<file path="config.mk">
export PLATFORM = sky130hd
export DESIGN_NAME = bsms_top
export DESIGN_NICKNAME = d
export VERILOG_FILES = /design/src/bsms_pkg.sv /design/src/bsms_reset_stretch.sv /design/src/bsms_top.sv
export VERILOG_INCLUDE_DIRS = /design/src
export SDC_FILE = /design/constraint.sdc
export NUM_CORES = 1
export LEC_CHECK = 0
export BUFFER_PORTS_ARGS = -buffer_cell sky130_fd_sc_hd__buf_2
export CORE_MARGIN = 2
export CORE_UTILIZATION = 30
export DETAILED_ROUTE_END_ITERATION = 8
export PLACE_DENSITY = 0.51
export SLEW_MARGIN = 10
export SYNTH_ARGS = -nofsm -noshare
export SYNTH_HDL_FRONTEND = slang
export SYNTH_HIERARCHICAL = 1
export SYNTH_SLANG_ARGS = --single-unit
</file>
<file path="constraint.sdc">
create_clock -name i_clk -period 2.7 [get_ports i_clk]
set_input_delay 0.135 -clock i_clk [delete_from_list [all_inputs] [get_ports i_clk]]
set_output_delay 0.135 -clock i_clk [all_outputs]
set_load 0.01 [all_outputs]
</file>
<file path="src/bsms_defines.svh">
// Constants for the boot strap and memory select block
// What this block does
// RULE1: Processor reset asserts on supply up, down, brownout, and push-button press.
// RULE2: Every reset event holds the active-low processor reset at least 200 ms.
// RULE3: Default straps give a 33.25 MHz input times four, about 133 MHz core.
// RULE4: Default PLL range straps select the 120 to 180 MHz band.
// RULE5: Interrupt lines rest low; requests are low-to-high transitions.
// RULE6: Strap levels on host address pins 13..1 stand while processor is in reset.
// RULE7: Strap on pin 1 picks the memory map, external or internal boot.
// RULE8: Straps on pins 3..2 give the space 0 memory type.
// RULE9: Straps on pins 5..4 give the space 2 memory type.
// RULE10: Straps on pins 7..6 give the space 1 asynchronous memory width.
// RULE11: Straps on pins 10..8 give the boot transfer word count.
// RULE12: Selector open routes switch bank, closed routes host levels, onto strap pins.
// RULE13: Decoder holds space 0 and space 2 type codes sampled during reset.
// RULE14: Held types plus active space select enable at most one memory; SDRAM and reserved type codes enable none.
// RULE15: Three separate active-low enables: burst SRAM, async SRAM, ROM.
// RULE16: Type code 11 async, 10 burst SRAM, 01 reserved, 00 SDRAM.
// RULE17: Default map: burst SRAM space 0, ROM space 1, async SRAM space 2.
// RULE18: Type latch captures at processor reset release, holds through the next reset until its release.
// RULE19: No space select active keeps all three enables high.
`ifndef BSMS_DEFINES_SVH
`define BSMS_DEFINES_SVH

// Strap pin field positions
`define BSMS_STRAP_MSB 13
`define BSMS_STRAP_LSB 1
`define BSMS_MAP_BIT 1
`define BSMS_S0_TYPE_LSB 2
`define BSMS_S2_TYPE_LSB 4
`define BSMS_S1_WIDTH_LSB 6
`define BSMS_BOOT_LSB 8
`define BSMS_BOOT_W 3

// Register byte offsets
`define BSMS_OFS_CTRL 4'h0
`define BSMS_OFS_SAMPLED 4'h4
`define BSMS_OFS_STATUS 4'h8
`define BSMS_OFS_PINS 4'hc

// Control register fields
`define BSMS_CTRL_SOFT_RST 0
`define BSMS_CTRL_MULT_LSB 1
`define BSMS_CTRL_RANGE_LSB 3
`define BSMS_CTRL_IRQ_LSB 6

// Reset values
`define BSMS_MULT_RST 2'h3
`define BSMS_RANGE_RST 3'h2
`define BSMS_IRQ_RST 5'h00

// Timing
`define BSMS_CLK_KHZ 125000
`define BSMS_RST_HOLD_MS 200
`define BSMS_BOARD_CLK_KHZ 33250
`define BSMS_CORE_CLK_KHZ 133000

`endif

</file>
<file path="src/bsms_pkg.sv">
// Types for the boot strap and memory select block
package bsms_pkg;
    typedef enum logic [1:0] {
        BSMS_MEM_SDRAM = 2'h0,
        BSMS_MEM_RSVD = 2'h1,
        BSMS_MEM_BURST = 2'h2,
        BSMS_MEM_ASYNC = 2'h3
    } bsms_mem_type_t;
    typedef logic [12:0] bsms_strap_t;
endpackage

</file>
<file path="src/bsms_reset_stretch.sv">
// Reset stretcher for the processor reset line
`include "bsms_defines.svh"
module bsms_reset_stretch #(
    parameter int unsigned HOLD_CYCLES = `BSMS_RST_HOLD_MS * `BSMS_CLK_KHZ
) (
    // Clock and reset
    input wire logic i_clk,
    input wire logic i_rst_b,
    // Reset cause, high while any cause stands
    input wire logic i_event,
    // Stretched reset
    output logic o_reset_n
);
    localparam int CW = $clog2(HOLD_CYCLES + 1);

    generate
        if (HOLD_CYCLES < 1) begin : g_bad
            $error("HOLD_CYCLES must be at least one");
        end
    endgenerate

    logic [CW-1:0] count_ff;

    // Reload while the cause stands, so the hold runs from its end
    always_ff @(posedge i_clk) begin
        if (!i_rst_b || i_event) begin
            count_ff <= CW'(HOLD_CYCLES); // [RULE2]
        end else if (count_ff != '0) begin
            count_ff <= count_ff - 1'b1;
        end
    end

    always_ff @(posedge i_clk) begin
        if (!i_rst_b || i_event) begin
            o_reset_n <= 1'b0; // [RULE1]
        end else begin
            o_reset_n <= (count_ff == '0); // [RULE2]
        end
    end

    // Helper: cycles the line has been low
    logic [31:0] low_run_ff;
    always_ff @(posedge i_clk) begin
        if (!i_rst_b || o_reset_n) begin
            low_run_ff <= 32'h0;
        end else if (low_run_ff != 32'hffffffff) begin
            low_run_ff <= low_run_ff + 32'h1;
        end
    end

    a_event_asserts: assert property (@(posedge i_clk) disable iff (!i_rst_b) // [RULE1]
        i_event |=> !o_reset_n)
        else $error("reset cause did not assert processor reset");
    a_hold_minimum: assert property (@(posedge i_clk) disable iff (!i_rst_b) // [RULE2]
        $rose(o_reset_n) |-> $past(low_run_ff) >= HOLD_CYCLES)
        else $error("processor reset released too early");
    c_release: cover property (@(posedge i_clk) disable iff (!i_rst_b) $rose(o_reset_n));
endmodule

</file>
<file path="src/bsms_top.sv">
// Strap source mux, reset generator, PLL and interrupt straps, memory select
`include "bsms_defines.svh"
module bsms_top #(
    parameter int unsigned RST_HOLD_CYCLES = `BSMS_RST_HOLD_MS * `BSMS_CLK_KHZ
) (
    // Clock and reset
    input wire logic i_clk,
    input wire logic i_rst_b,
    // Reset causes
    input wire logic i_supply_ok,
    input wire logic i_reset_button_n,
    // Processor reset
    output logic o_proc_reset_n,
    // Strap sources
    input wire logic i_config_source_select,
    input wire bsms_pkg::bsms_strap_t i_switch_straps,
    input wire bsms_pkg::bsms_strap_t i_host_strap_levels,
    // Dual-purpose strap pins 13..1
    input wire bsms_pkg::bsms_strap_t i_host_address_strap_pins,
    output bsms_pkg::bsms_strap_t o_host_address_strap_pins,
    output bsms_pkg::bsms_strap_t o_host_address_strap_pins_oe,
    // Clock straps
    output logic o_pll_multiplier_bit0,
    output logic o_pll_multiplier_bit1,
    output logic o_pll_range_bit1,
    output logic o_pll_range_bit2,
    output logic o_pll_range_bit3,
    // Interrupt lines: nmi, ext_irq_a..ext_irq_d
    output logic [4:0] o_ext_irq,
    // Processor space selects
    input wire logic i_space0_select_n,
    input wire logic i_space1_select_n,
    input wire logic i_space2_select_n,
    // Memory enables
    output logic o_burst_sram_enable_n,
    output logic o_async_sram_enable_n,
    output logic o_rom_enable_n,
    // Avalon-MM slave
    input wire logic [3:0] i_avs_address,
    input wire logic i_avs_read,
    input wire logic i_avs_write,
    input wire logic [31:0] i_avs_writedata,
    input wire logic [3:0] i_avs_byteenable,
    output logic [31:0] o_avs_readdata,
    output logic o_avs_waitrequest
);
    import bsms_pkg::*;

    localparam int SW = 3 * 13 + 6;

    // Enables as active-high one-hot {rom, async, burst}
    function automatic logic [2:0] type_enable(input logic [1:0] code);
        case (bsms_mem_type_t'(code))
            BSMS_MEM_ASYNC: type_enable = 3'h2; // [RULE16]
            BSMS_MEM_BURST: type_enable = 3'h1; // [RULE16]
            BSMS_MEM_SDRAM: type_enable = 3'h0; // No SDRAM fitted
            BSMS_MEM_RSVD: type_enable = 3'h0;
            default: type_enable = 3'h0;
        endcase
    endfunction

    function automatic logic [31:0] lane_mask(input logic [3:0] be);
        lane_mask = {{8{be[3]}}, {8{be[2]}}, {8{be[1]}}, {8{be[0]}}};
    endfunction

    function automatic logic [3:0] mult_factor(input logic [1:0] m);
        case (m)
            2'h0: mult_factor = 4'h1;
            2'h2: mult_factor = 4'h2;
            2'h3: mult_factor = 4'h4;
            default: mult_factor = 4'h0; // Reserved code
        endcase
    endfunction

    // Pin synchroniser; first stage feeds only the second
    logic [SW-1:0] meta_ff;
    logic [SW-1:0] sync_ff;
    always_ff @(posedge i_clk) begin
        if (!i_rst_b) begin
            meta_ff <= {SW{1'b0}};
            sync_ff <= {SW{1'b0}};
        end else begin
            meta_ff <= {i_host_strap_levels, i_switch_straps, i_host_address_strap_pins,
                        i_config_source_select, i_reset_button_n, i_supply_ok,
                        i_space0_select_n, i_space1_select_n, i_space2_select_n};
            sync_ff <= meta_ff;
        end
    end

    bsms_strap_t host_s;
    bsms_strap_t sw_s;
    bsms_strap_t pins_s;
    logic src_host_s;
    logic button_n_s;
    logic supply_ok_s;
    logic s0_n_s;
    logic s1_n_s;
    logic s2_n_s;
    assign {host_s, sw_s, pins_s, src_host_s, button_n_s, supply_ok_s,
            s0_n_s, s1_n_s, s2_n_s} = sync_ff;

    // Straps seen by the processor
    bsms_strap_t strap_mux;
    assign strap_mux = src_host_s ? host_s : sw_s; // [RULE12]

    // Register file state
    logic soft_rst_ff;
    logic [1:0] mult_ff;
    logic [2:0] range_ff;
    logic [4:0] irq_ff;
    logic ack_ff;
    logic wr_take;
    assign wr_take = i_avs_write && ack_ff;

    // Reset generation; synchroniser resets to zero so a cause stands at start
    logic rst_cause;
    assign rst_cause = !supply_ok_s || !button_n_s || soft_rst_ff; // [RULE1]

    bsms_reset_stretch #(
        .HOLD_CYCLES(RST_HOLD_CYCLES)
    ) u_stretch (
        .i_clk(i_clk),
        .i_rst_b(i_rst_b),
        .i_event(rst_cause),
        .o_reset_n(o_proc_reset_n)
    );

    // Drive straps only while the processor samples them
    always_ff @(posedge i_clk) begin
        if (!i_rst_b) begin
            o_host_address_strap_pins <= 13'h0000;
            o_host_address_strap_pins_oe <= 13'h0000;
        end else begin
            o_host_address_strap_pins <= strap_mux; // [RULE6]
            o_host_address_strap_pins_oe <= {13{!o_proc_reset_n}}; // [RULE6]
        end
    end

    // Captured at reset release: map, types, width, boot count
    bsms_strap_t latched_ff;
    logic src_latched_ff;
    logic proc_rst_n_d_ff;
    always_ff @(posedge i_clk) begin
        if (!i_rst_b) begin
            proc_rst_n_d_ff <= 1'b0;
        end else begin
            proc_rst_n_d_ff <= o_proc_reset_n;
        end
    end

    always_ff @(posedge i_clk) begin
        if (!i_rst_b) begin
            latched_ff <= 13'h0000;
            src_latched_ff <= 1'b0;
        end else if (o_proc_reset_n && !proc_rst_n_d_ff) begin
            latched_ff <= o_host_address_strap_pins; // [RULE13] [RULE18]
            src_latched_ff <= src_host_s;
        end
    end

    logic [1:0] space0_memory_type;
    logic [1:0] space2_memory_type;
    logic [1:0] space1_async_width;
    logic [2:0] boot_word_count;
    logic mem_map_sel;
    assign mem_map_sel = latched_ff[`BSMS_MAP_BIT - 1]; // [RULE7]
    assign space0_memory_type = latched_ff[`BSMS_S0_TYPE_LSB - 1 +: 2]; // [RULE8]
    assign space2_memory_type = latched_ff[`BSMS_S2_TYPE_LSB - 1 +: 2]; // [RULE9]
    assign space1_async_width = latched_ff[`BSMS_S1_WIDTH_LSB - 1 +: 2]; // [RULE10]
    assign boot_word_count = latched_ff[`BSMS_BOOT_LSB - 1 +: `BSMS_BOOT_W]; // [RULE11]

    // Memory select; fixed priority keeps at most one enable even if selects overlap
    logic [2:0] nxt_en;
    logic [2:0] en_ff;
    always_comb begin
        if (!s0_n_s) begin
            nxt_en = type_enable(space0_memory_type); // [RULE14] [RULE17]
        end else if (!s1_n_s) begin
            nxt_en = 3'h4; // [RULE17]
        end else if (!s2_n_s) begin
            nxt_en = type_enable(space2_memory_type); // [RULE14] [RULE17]
        end else begin
            nxt_en = 3'h0; // [RULE19]
        end
    end

    always_ff @(posedge i_clk) begin
        if (!i_rst_b || !o_proc_reset_n) begin
            en_ff <= 3'h0;
        end else begin
            en_ff <= nxt_en;
        end
    end

    assign o_rom_enable_n = !en_ff[2]; // [RULE15]
    assign o_async_sram_enable_n = !en_ff[1]; // [RULE15]
    assign o_burst_sram_enable_n = !en_ff[0]; // [RULE15]

    // Bus handshake: one wait state on every access
    always_ff @(posedge i_clk) begin
        if (!i_rst_b) begin
            ack_ff <= 1'b0;
        end else begin
            ack_ff <= (i_avs_read || i_avs_write) && !ack_ff;
        end
    end
    assign o_avs_waitrequest = (i_avs_read || i_avs_write) && !ack_ff;

    // Control register
    logic [31:0] ctrl_val;
    logic [31:0] ctrl_new;
    assign ctrl_val = {21'h0, irq_ff, range_ff, mult_ff, 1'b0};
    assign ctrl_new = (ctrl_val & ~lane_mask(i_avs_byteenable)) |
                      (i_avs_writedata & lane_mask(i_avs_byteenable));

    always_ff @(posedge i_clk) begin
        if (!i_rst_b) begin
            mult_ff <= `BSMS_MULT_RST; // [RULE3]
            range_ff <= `BSMS_RANGE_RST; // [RULE4]
            irq_ff <= `BSMS_IRQ_RST; // [RULE5]
        end else if (wr_take && i_avs_address == `BSMS_OFS_CTRL) begin
            mult_ff <= ctrl_new[`BSMS_CTRL_MULT_LSB +: 2];
            range_ff <= ctrl_new[`BSMS_CTRL_RANGE_LSB +: 3];
            irq_ff <= ctrl_new[`BSMS_CTRL_IRQ_LSB +: 5];
        end
    end

    // Soft reset is a one-cycle cause; the stretcher gives it full length
    always_ff @(posedge i_clk) begin
        if (!i_rst_b) begin
            soft_rst_ff <= 1'b0;
        end else begin
            soft_rst_ff <= wr_take && i_avs_address == `BSMS_OFS_CTRL &&
                           ctrl_new[`BSMS_CTRL_SOFT_RST];
        end
    end

    assign o_pll_multiplier_bit0 = mult_ff[0];
    assign o_pll_multiplier_bit1 = mult_ff[1];
    assign o_pll_range_bit1 = range_ff[0];
    assign o_pll_range_bit2 = range_ff[1];
    assign o_pll_range_bit3 = range_ff[2];
    assign o_ext_irq = irq_ff;

    // Read data, loaded in the wait cycle so it stands at the ack edge
    logic [31:0] nxt_rdata;
    always_comb begin
        case (i_avs_address)
            `BSMS_OFS_CTRL: nxt_rdata = ctrl_val;
            `BSMS_OFS_SAMPLED: nxt_rdata = {18'h0, latched_ff[12:10], boot_word_count,
                                            space1_async_width, space2_memory_type,
                                            space0_memory_type, mem_map_sel,
                                            src_latched_ff};
            `BSMS_OFS_STATUS: nxt_rdata = {20'h0, mult_factor(mult_ff), en_ff,
                                           src_host_s, 1'b0,
                                           rst_cause, o_proc_reset_n, 1'b0};
            `BSMS_OFS_PINS: nxt_rdata = {18'h0, pins_s, 1'b0};
            default: nxt_rdata = 32'h0;
        endcase
    end

    always_ff @(posedge i_clk) begin
        if (!i_rst_b) begin
            o_avs_readdata <= 32'h0;
        end else if (i_avs_read && !ack_ff) begin
            o_avs_readdata <= nxt_rdata;
        end
    end

    // Checks
    a_pll_mult_default: assert property (@(posedge i_clk) disable iff (!i_rst_b) // [RULE3]
        $past(!i_rst_b) |-> {o_pll_multiplier_bit1, o_pll_multiplier_bit0} == 2'h3)
        else $error("PLL multiplier not times four after reset");
    a_pll_range_default: assert property (@(posedge i_clk) disable iff (!i_rst_b) // [RULE4]
        $past(!i_rst_b) |-> {o_pll_range_bit3, o_pll_range_bit2, o_pll_range_bit1} == 3'h2)
        else $error("PLL range not 120 to 180 MHz band after reset");
    a_irq_rest_low: assert property (@(posedge i_clk) disable iff (!i_rst_b) // [RULE5]
        $past(!i_rst_b) |-> o_ext_irq == 5'h00)
        else $error("interrupt lines not low after reset");
    a_strap_driven: assert property (@(posedge i_clk) disable iff (!i_rst_b) // [RULE6]
        !o_proc_reset_n ##1 !o_proc_reset_n |->
            o_host_address_strap_pins_oe == 13'h1fff &&
            o_host_address_strap_pins == $past(strap_mux))
        else $error("straps not driven during processor reset");
    a_source_select: assert property (@(posedge i_clk) disable iff (!i_rst_b) // [RULE12]
        src_host_s |=> o_host_address_strap_pins == $past(host_s))
        else $error("host source selected but switch levels routed");
    a_latch_capture: assert property (@(posedge i_clk) disable iff (!i_rst_b) // [RULE18]
        $rose(o_proc_reset_n) |=> latched_ff == $past(o_host_address_strap_pins))
        else $error("strap latch missed reset release");
    a_latch_holds: assert property (@(posedge i_clk) disable iff (!i_rst_b) // [RULE13]
        o_proc_reset_n && proc_rst_n_d_ff |=> $stable(latched_ff) || !o_proc_reset_n)
        else $error("strap latch changed outside reset");
    a_one_enable: assert property (@(posedge i_clk) disable iff (!i_rst_b) // [RULE14]
        $onehot0({o_rom_enable_n, o_async_sram_enable_n, o_burst_sram_enable_n} ^ 3'h7))
        else $error("more than one memory enabled");
    a_idle_all_high: assert property (@(posedge i_clk) disable iff (!i_rst_b) // [RULE19]
        s0_n_s && s1_n_s && s2_n_s |=>
            {o_rom_enable_n, o_async_sram_enable_n, o_burst_sram_enable_n} == 3'h7)
        else $error("memory enabled with no space selected");
    a_rom_space1: assert property (@(posedge i_clk) disable iff (!i_rst_b) // [RULE15]
        o_proc_reset_n && s0_n_s && !s1_n_s |=> !o_rom_enable_n || !o_proc_reset_n)
        else $error("space 1 access did not enable ROM");
    a_burst_space0: assert property (@(posedge i_clk) disable iff (!i_rst_b) // [RULE16]
        o_proc_reset_n && !s0_n_s && space0_memory_type == 2'h2 |=>
            !o_burst_sram_enable_n || !o_proc_reset_n)
        else $error("space 0 burst type did not enable burst SRAM");
    a_bus_answer: assert property (@(posedge i_clk) disable iff (!i_rst_b)
        (i_avs_read || i_avs_write) && o_avs_waitrequest |=> !o_avs_waitrequest)
        else $error("bus access not answered after one wait state");

    c_space0_burst: cover property (@(posedge i_clk) disable iff (!i_rst_b)
        !o_burst_sram_enable_n);
    c_space2_async: cover property (@(posedge i_clk) disable iff (!i_rst_b)
        !s2_n_s && s0_n_s && s1_n_s ##1 !o_async_sram_enable_n);
    c_host_source: cover property (@(posedge i_clk) disable iff (!i_rst_b)
        $rose(o_proc_reset_n) && src_host_s);
endmodule

</file>
; Yosys cells after proc, flatten, opt, wreduce, memory -nomap -nowiden
; Cells that the tools add are included.
[op_classes]
eq_ne = 11
n_addsub = 1
bitwise_logic = 4
reduce_logical = 28
mux = 8
[ops]
columns = operator, count
row1 = $pmux W14 S4, 1
row2 = $pmux W3 S3, 3
row3 = $logic_not A25 Y1, 1
row4 = $reduce_bool A25 Y1, 1
row5 = $sub A25 B1 Y25 const B, 1
row6 = $and A11 B11 Y11, 2
row7 = $mux W13, 1
row8 = $eq A2 B2 Y1 const B, 6
row9 = $not A11 Y11, 1
row10 = $or A11 B11 Y11, 1
row11 = $logic_not A1 Y1, 9
row12 = $mux W3, 3
row13 = $eq A4 B4 Y1 const B, 2
row14 = $logic_and A1 B1 Y1, 6
row15 = $logic_not A2 Y1, 3
row16 = $logic_or A1 B1 Y1, 5
row17 = $eq A2 B1 Y1 const B, 2
row18 = $eq A4 B3 Y1 const B, 1
row19 = $logic_not A4 Y1, 1
row20 = $reduce_or A2 Y1, 2
[totals]
regBits = 192
in_bits = 89
elab_cells = 68
output_inout_bits = 73

; Longest topological paths before layout
[depth]
depth_word = 6
depth_mapped = 8
ltp_nobuf = 7

; By module
; The synthesis kept the hierarchy.
[by_module_without_submodules]
columns = mod, area_per_inst_um2, cells_each, n_inst, seq_area_each_um2
row1 = bsms_top, 5270.1, 500, 1, 2962.8
row2 = bsms_reset_stretch, 1246.2, 149, 1, 520.5

; Worst setup path before layout
; OpenSTA, ideal clock, no wires.
[synth_path]
path_type = register -> register
startpoint = register u_stretch.count_ff[0]
endpoint = register u_stretch.count_ff[18]
path_stages_with_launch = 9
n_path_buf = 1
setup_slack_ns = 0.868
period_less_slack_ns = 1.832
t_arrival_ns = 1.703
setup_time_ns = 0.129
required_ns = 2.571
cell_sequence = dfxtp_1 inv_1 ha_1 nor4b_1 nand4_1 clkbuf_1 nor4_1 xnor2_1 nand2_1
[synth_via]
elab_chain_len = 1
elab_cells_between_ends = 2
classes_between = 1 x add/sub / 1 x reduce/logical
[synth_lines]
columns = element, line
row1 = "start, declared", bsms_reset_stretch.sv:22  ; logic [CW-1:0] count_ff;
row2 = "start signal, assigned", bsms_reset_stretch.sv:27  ; count_ff <= CW'(HOLD_CYCLES);
row3 = "start signal, assigned", bsms_reset_stretch.sv:29  ; count_ff <= count_ff - 1'b1;
row4 = $sub A25 B1 Y25 / $reduce_bool A25 Y1 (equally long branches), "bsms_reset_stretch.sv:29, bsms_reset_stretch.sv:28"
; Parallel ways exist; a longest one is shown, timed or not.
; A chain may end at the register's enable or synchronous reset.

; Final worst setup path
[layout_path]
startpoint = register u_stretch.count_ff[0]
endpoint = register u_stretch.count_ff[8]
; Same word-level chain as after synthesis.

==> results.py <==
metrics = {
    "timing": {
        "layout_min_cycle_time_ns": 2.23,
        "finalClockSkew_ns": 0.0119,
        "final-max-slew-violation-count": 0,
        "fin_crit_sh_pct": 82.7,
        "setup_viol": 0,
        "hold_viol": 0,
        "tightest_slew_ns": 0.600,
        "fin_tns_setup_ns": 0,
        "fmaxAchievable_ghz": 0.448,
        "rsz0062_at_grt": "no",
        "max_slew_margin_pct": 60.0,
    },
    "worst_setup_path": {
        "startpoint": "u_stretch/count_ff[0]",
        "r2r-end": "u_stretch/count_ff[8]",
        "path_class": "flop to flop",
        "reg2regPathDepth": 8,
        "cp-start-kind": "flop",
        "end_kind": "flop",
        "arrival_ns": 2.52,
        "endpoint": "u_stretch/count_ff[8]",
        "r2r-start": "u_stretch/count_ff[0]",
        "reg2reg_slack_ns": 0.47,
        "worstPathMaxFanout": 8,
        "required_ns": 2.99,
    },
    "route": {
        "wl_mm": 14.2,
        "wire_per_inst_um": 13.0,
        "drcViolationCount": 0,
        "dr.pass1.iters": 4,
        "vias": 4605,
        "antenna_violating_nets_post_route": 0,
        "vias_per_cell": 4.22,
        "initialDrtViolationCount": 179,
    },
    "logic_synthesis": {
        "yosys_register_bits": 174,
        "yosysTopAreaCell": "dfxtp_1",
        "synth_area_um2": 6520,
        "synth_warnings": 6,
        "syn-instance-count": 649,
        "yosysMostFrequentCell": "dfxtp_1",
        "synthTopCellsByArea": "dfxtp_1 53%, and2_1 9.3%, mux2i_1 5.2%",
        "synth.avg_cell_area_um2": 10.0,
        "async_flop_share_pct": 0,
        "synth_edf_count": 0,
        "yosysUniqueCellTypes": 53,
        "synthFlopType": "dfxtp_1",
        "yosys-top-cells-count": "174 x dfxtp_1, 97 x and2_1, 58 x nand2_1, 34 x buf_4, 34 x mux2i_1",
        "ys_seq_area_share_pct": 53.5,
        "synth_top_area_share_pct": 53.5,
    },
    "cts": {
        "cts.clk_slew.worst_paths_ns": 0.07,
        "post_cts_buffers": 0,
        "cts_root_buf": "clkbuf_16",
        "htree_levels": 4,
        "cts_resized": 0,
        "clkLatencyLatePin_ns": 0.43,
        "cts_tree": "done",
        "cts_hold_buf": 56,
        "ctsLongestPathBuffers": 2,
        "cts.sinks": 174,
        "numCtsBuffers": 17,
    },
    "floorplan": {
        "num_rows": 53,
        "pin_count": 162,
        "start_util_pct": 30.8,
        "die-area_um2": 22900,
        "coreArea_um2": 21200,
        "die_x_um": 151,
        "die_y_um": 151,
    },
    "power_and_ir_drop": {
        "leakagePower_uw": 0.00338,
        "max-vdd-ir-drop_v": 0.000320,
        "p_per_area_nw_per_um2": 651,
    },
    "layout": {
        "final_area_um2": 8370,
        "nNetsFinal": 893,
        "num_antenna_cells": 0,
        "drive_gt1_share_pct": 21.6,
        "synthToLayoutAreaGrowth_pct": 28.4,
    },
    "global_route": {
        "global_route.overflow_total": 0,
        "grt_pass1_wl_mm": 22.4,
        "grt_pass1_vias": 4317,
        "grt_max_degree": 83,
        "antenna_found_initial": 0,
        "grt.total_usage_pct": 12.9,
        "met1_usage_pct": 16.2,
        "use_met3_pct": 3.98,
        "busiest_layer": "met2",
        "met2_usage_pct": 20.7,
    },
    "hold_path": {
        "whs_path_depth": 3,
        "hold_class": "primary input to flop",
    },
    "placement": {
        "numPortBuffers": 120,
        "dp_hpwl_mm": 9.95,
        "place_area_um2": 7190,
        "globalplace.congestion": 0.788,
    },
    "job": {
        "drv_cap": 0,
    },
    "run_status": {
        "outcome": "complete, no violations",
    },
}
-- metrics by stage --
step                cells  util, %  hold WS (ns)  power, uW  setup slack, ns
floorplan             666        -         0.262       2910            0.868
global placement     1003     34.0         0.344       2970            0.557
detailed placement   1003     34.0         0.343       2970            0.508
CTS                  1091     39.6        0.0856       5540            0.503
global route         1091     39.6         0.105       5700            0.218
finish               1091     39.6         0.103       5450            0.467
-- power by group --
part,internal [uW],switching [uW]
Combinational,169,138
Sequential,2640,22.0
Clock,1340,1150
Total,4140,1310
-- sequential cells by signal, summed over array words and instances, names as in the netlist, named ones only --
signal,count
ack_ff,1
en_ff,3
latched_ff,13
meta_ff,45
o_avs_readdata,14
o_host_address_strap_pins,13
o_host_address_strap_pins_oe,1
proc_rst_n_d_ff,1
soft_rst_ff,1
src_latched_ff,1
sync_ff,45
u_stretch/count_ff,25
u_stretch/o_reset_n,1
-- worst min-delay path by stage --
stage / from / to / slack [ns]
after floorplan: i_space2_select_n / meta_ff[0] / 0.26
after CTS: i_rst_b / flop / 0.09
after global routing: i_rst_b / flop / 0.10
final: i_rst_b / flop / 0.10
after detailed placement: i_switch_straps[2] / meta_ff[21] / 0.34
after global placement: i_switch_straps[12] / meta_ff[31] / 0.34
-- cells in the final DEF, fill, tap and decap left out, types with 2 or more instances in the layout --
cell	Yosys	routed
a21boi_0	18	18
a211oi_1	2	2
xnor2_1	4	4
nand2_1	58	58
nand4_1	7	7
dfxtp_1	174	174
clkbuf_16	0	17
dlygate4sd3_1	0	56
nand4b_1	2	2
nand2b_1	5	5
and4_1	2	2
inv_8	0	2
nor3_1	8	8
mux2i_1	34	34
a22o_1	6	6
nand3_1	16	16
and2_1	97	97
nor2b_1	24	24
or3_1	8	8
or4_1	4	4
inv_1	9	9
mux2_2	7	7
o211ai_1	7	7
inv_6	0	5
o21ai_0	14	14
xor2_1	8	8
buf_4	34	10
clkinv_8	0	5
a21oi_1	7	7
buf_2	10	119
conb_1	1	18
nor2_1	20	20
o22ai_1	7	7
nor4_1	7	7
a22oi_1	4	4
and3_1	2	2
-- critical path, cell delays in order (launching register included) --
cell and delay [ns]:
dfxtp_1 0.35, inv_1 0.10, ha_1 0.29, nor4b_1 0.28, nand4_1 0.32, nor2_1 0.37
buf_4 0.22, or3_1 0.11, a21oi_1 0.05
-- kinds of logic (layout without fill, tap and decap cells) --
group | Yosys count | count (layout) | share of synthesized area (%)
AND/OR/NAND/NOR | 274 | 274 | 24.2
flip-flops | 174 | 174 | 53.5
buffers and inverters | 76 | 226 | 6.76
AO/OA/AOI/OAI | 70 | 70 | 7.26
multiplexers | 41 | 41 | 6.43
XOR/XNOR | 12 | 12 | 1.61
adder cells (fa/ha/maj) | 1 | 1 | 0.192
other | 1 | 18 | 0.0575
-- layer usage --
| layer | vias up | routed length (um) |
|---|---|---|
| met2 | 97 | 6530 |
| met5 | - | 0 |
| met1 | 2064 | 6780 |
| li1 | 2435 | - |
| met3 | 9 | 722 |
| met4 | 0 | 161 |
-- cell type report --
cell class / count / area [um2]
fill: 2038 / 12800
sequential: 174 / 3480
multi-input combinational: 416 / 2660
timing repair buffer: 185 / 1230
clock buffer: 17 / 425
tap: 275 / 344
clock inverter: 15 / 194
inverter: 9 / 33.8
Power figures use the tool's default switching activity.
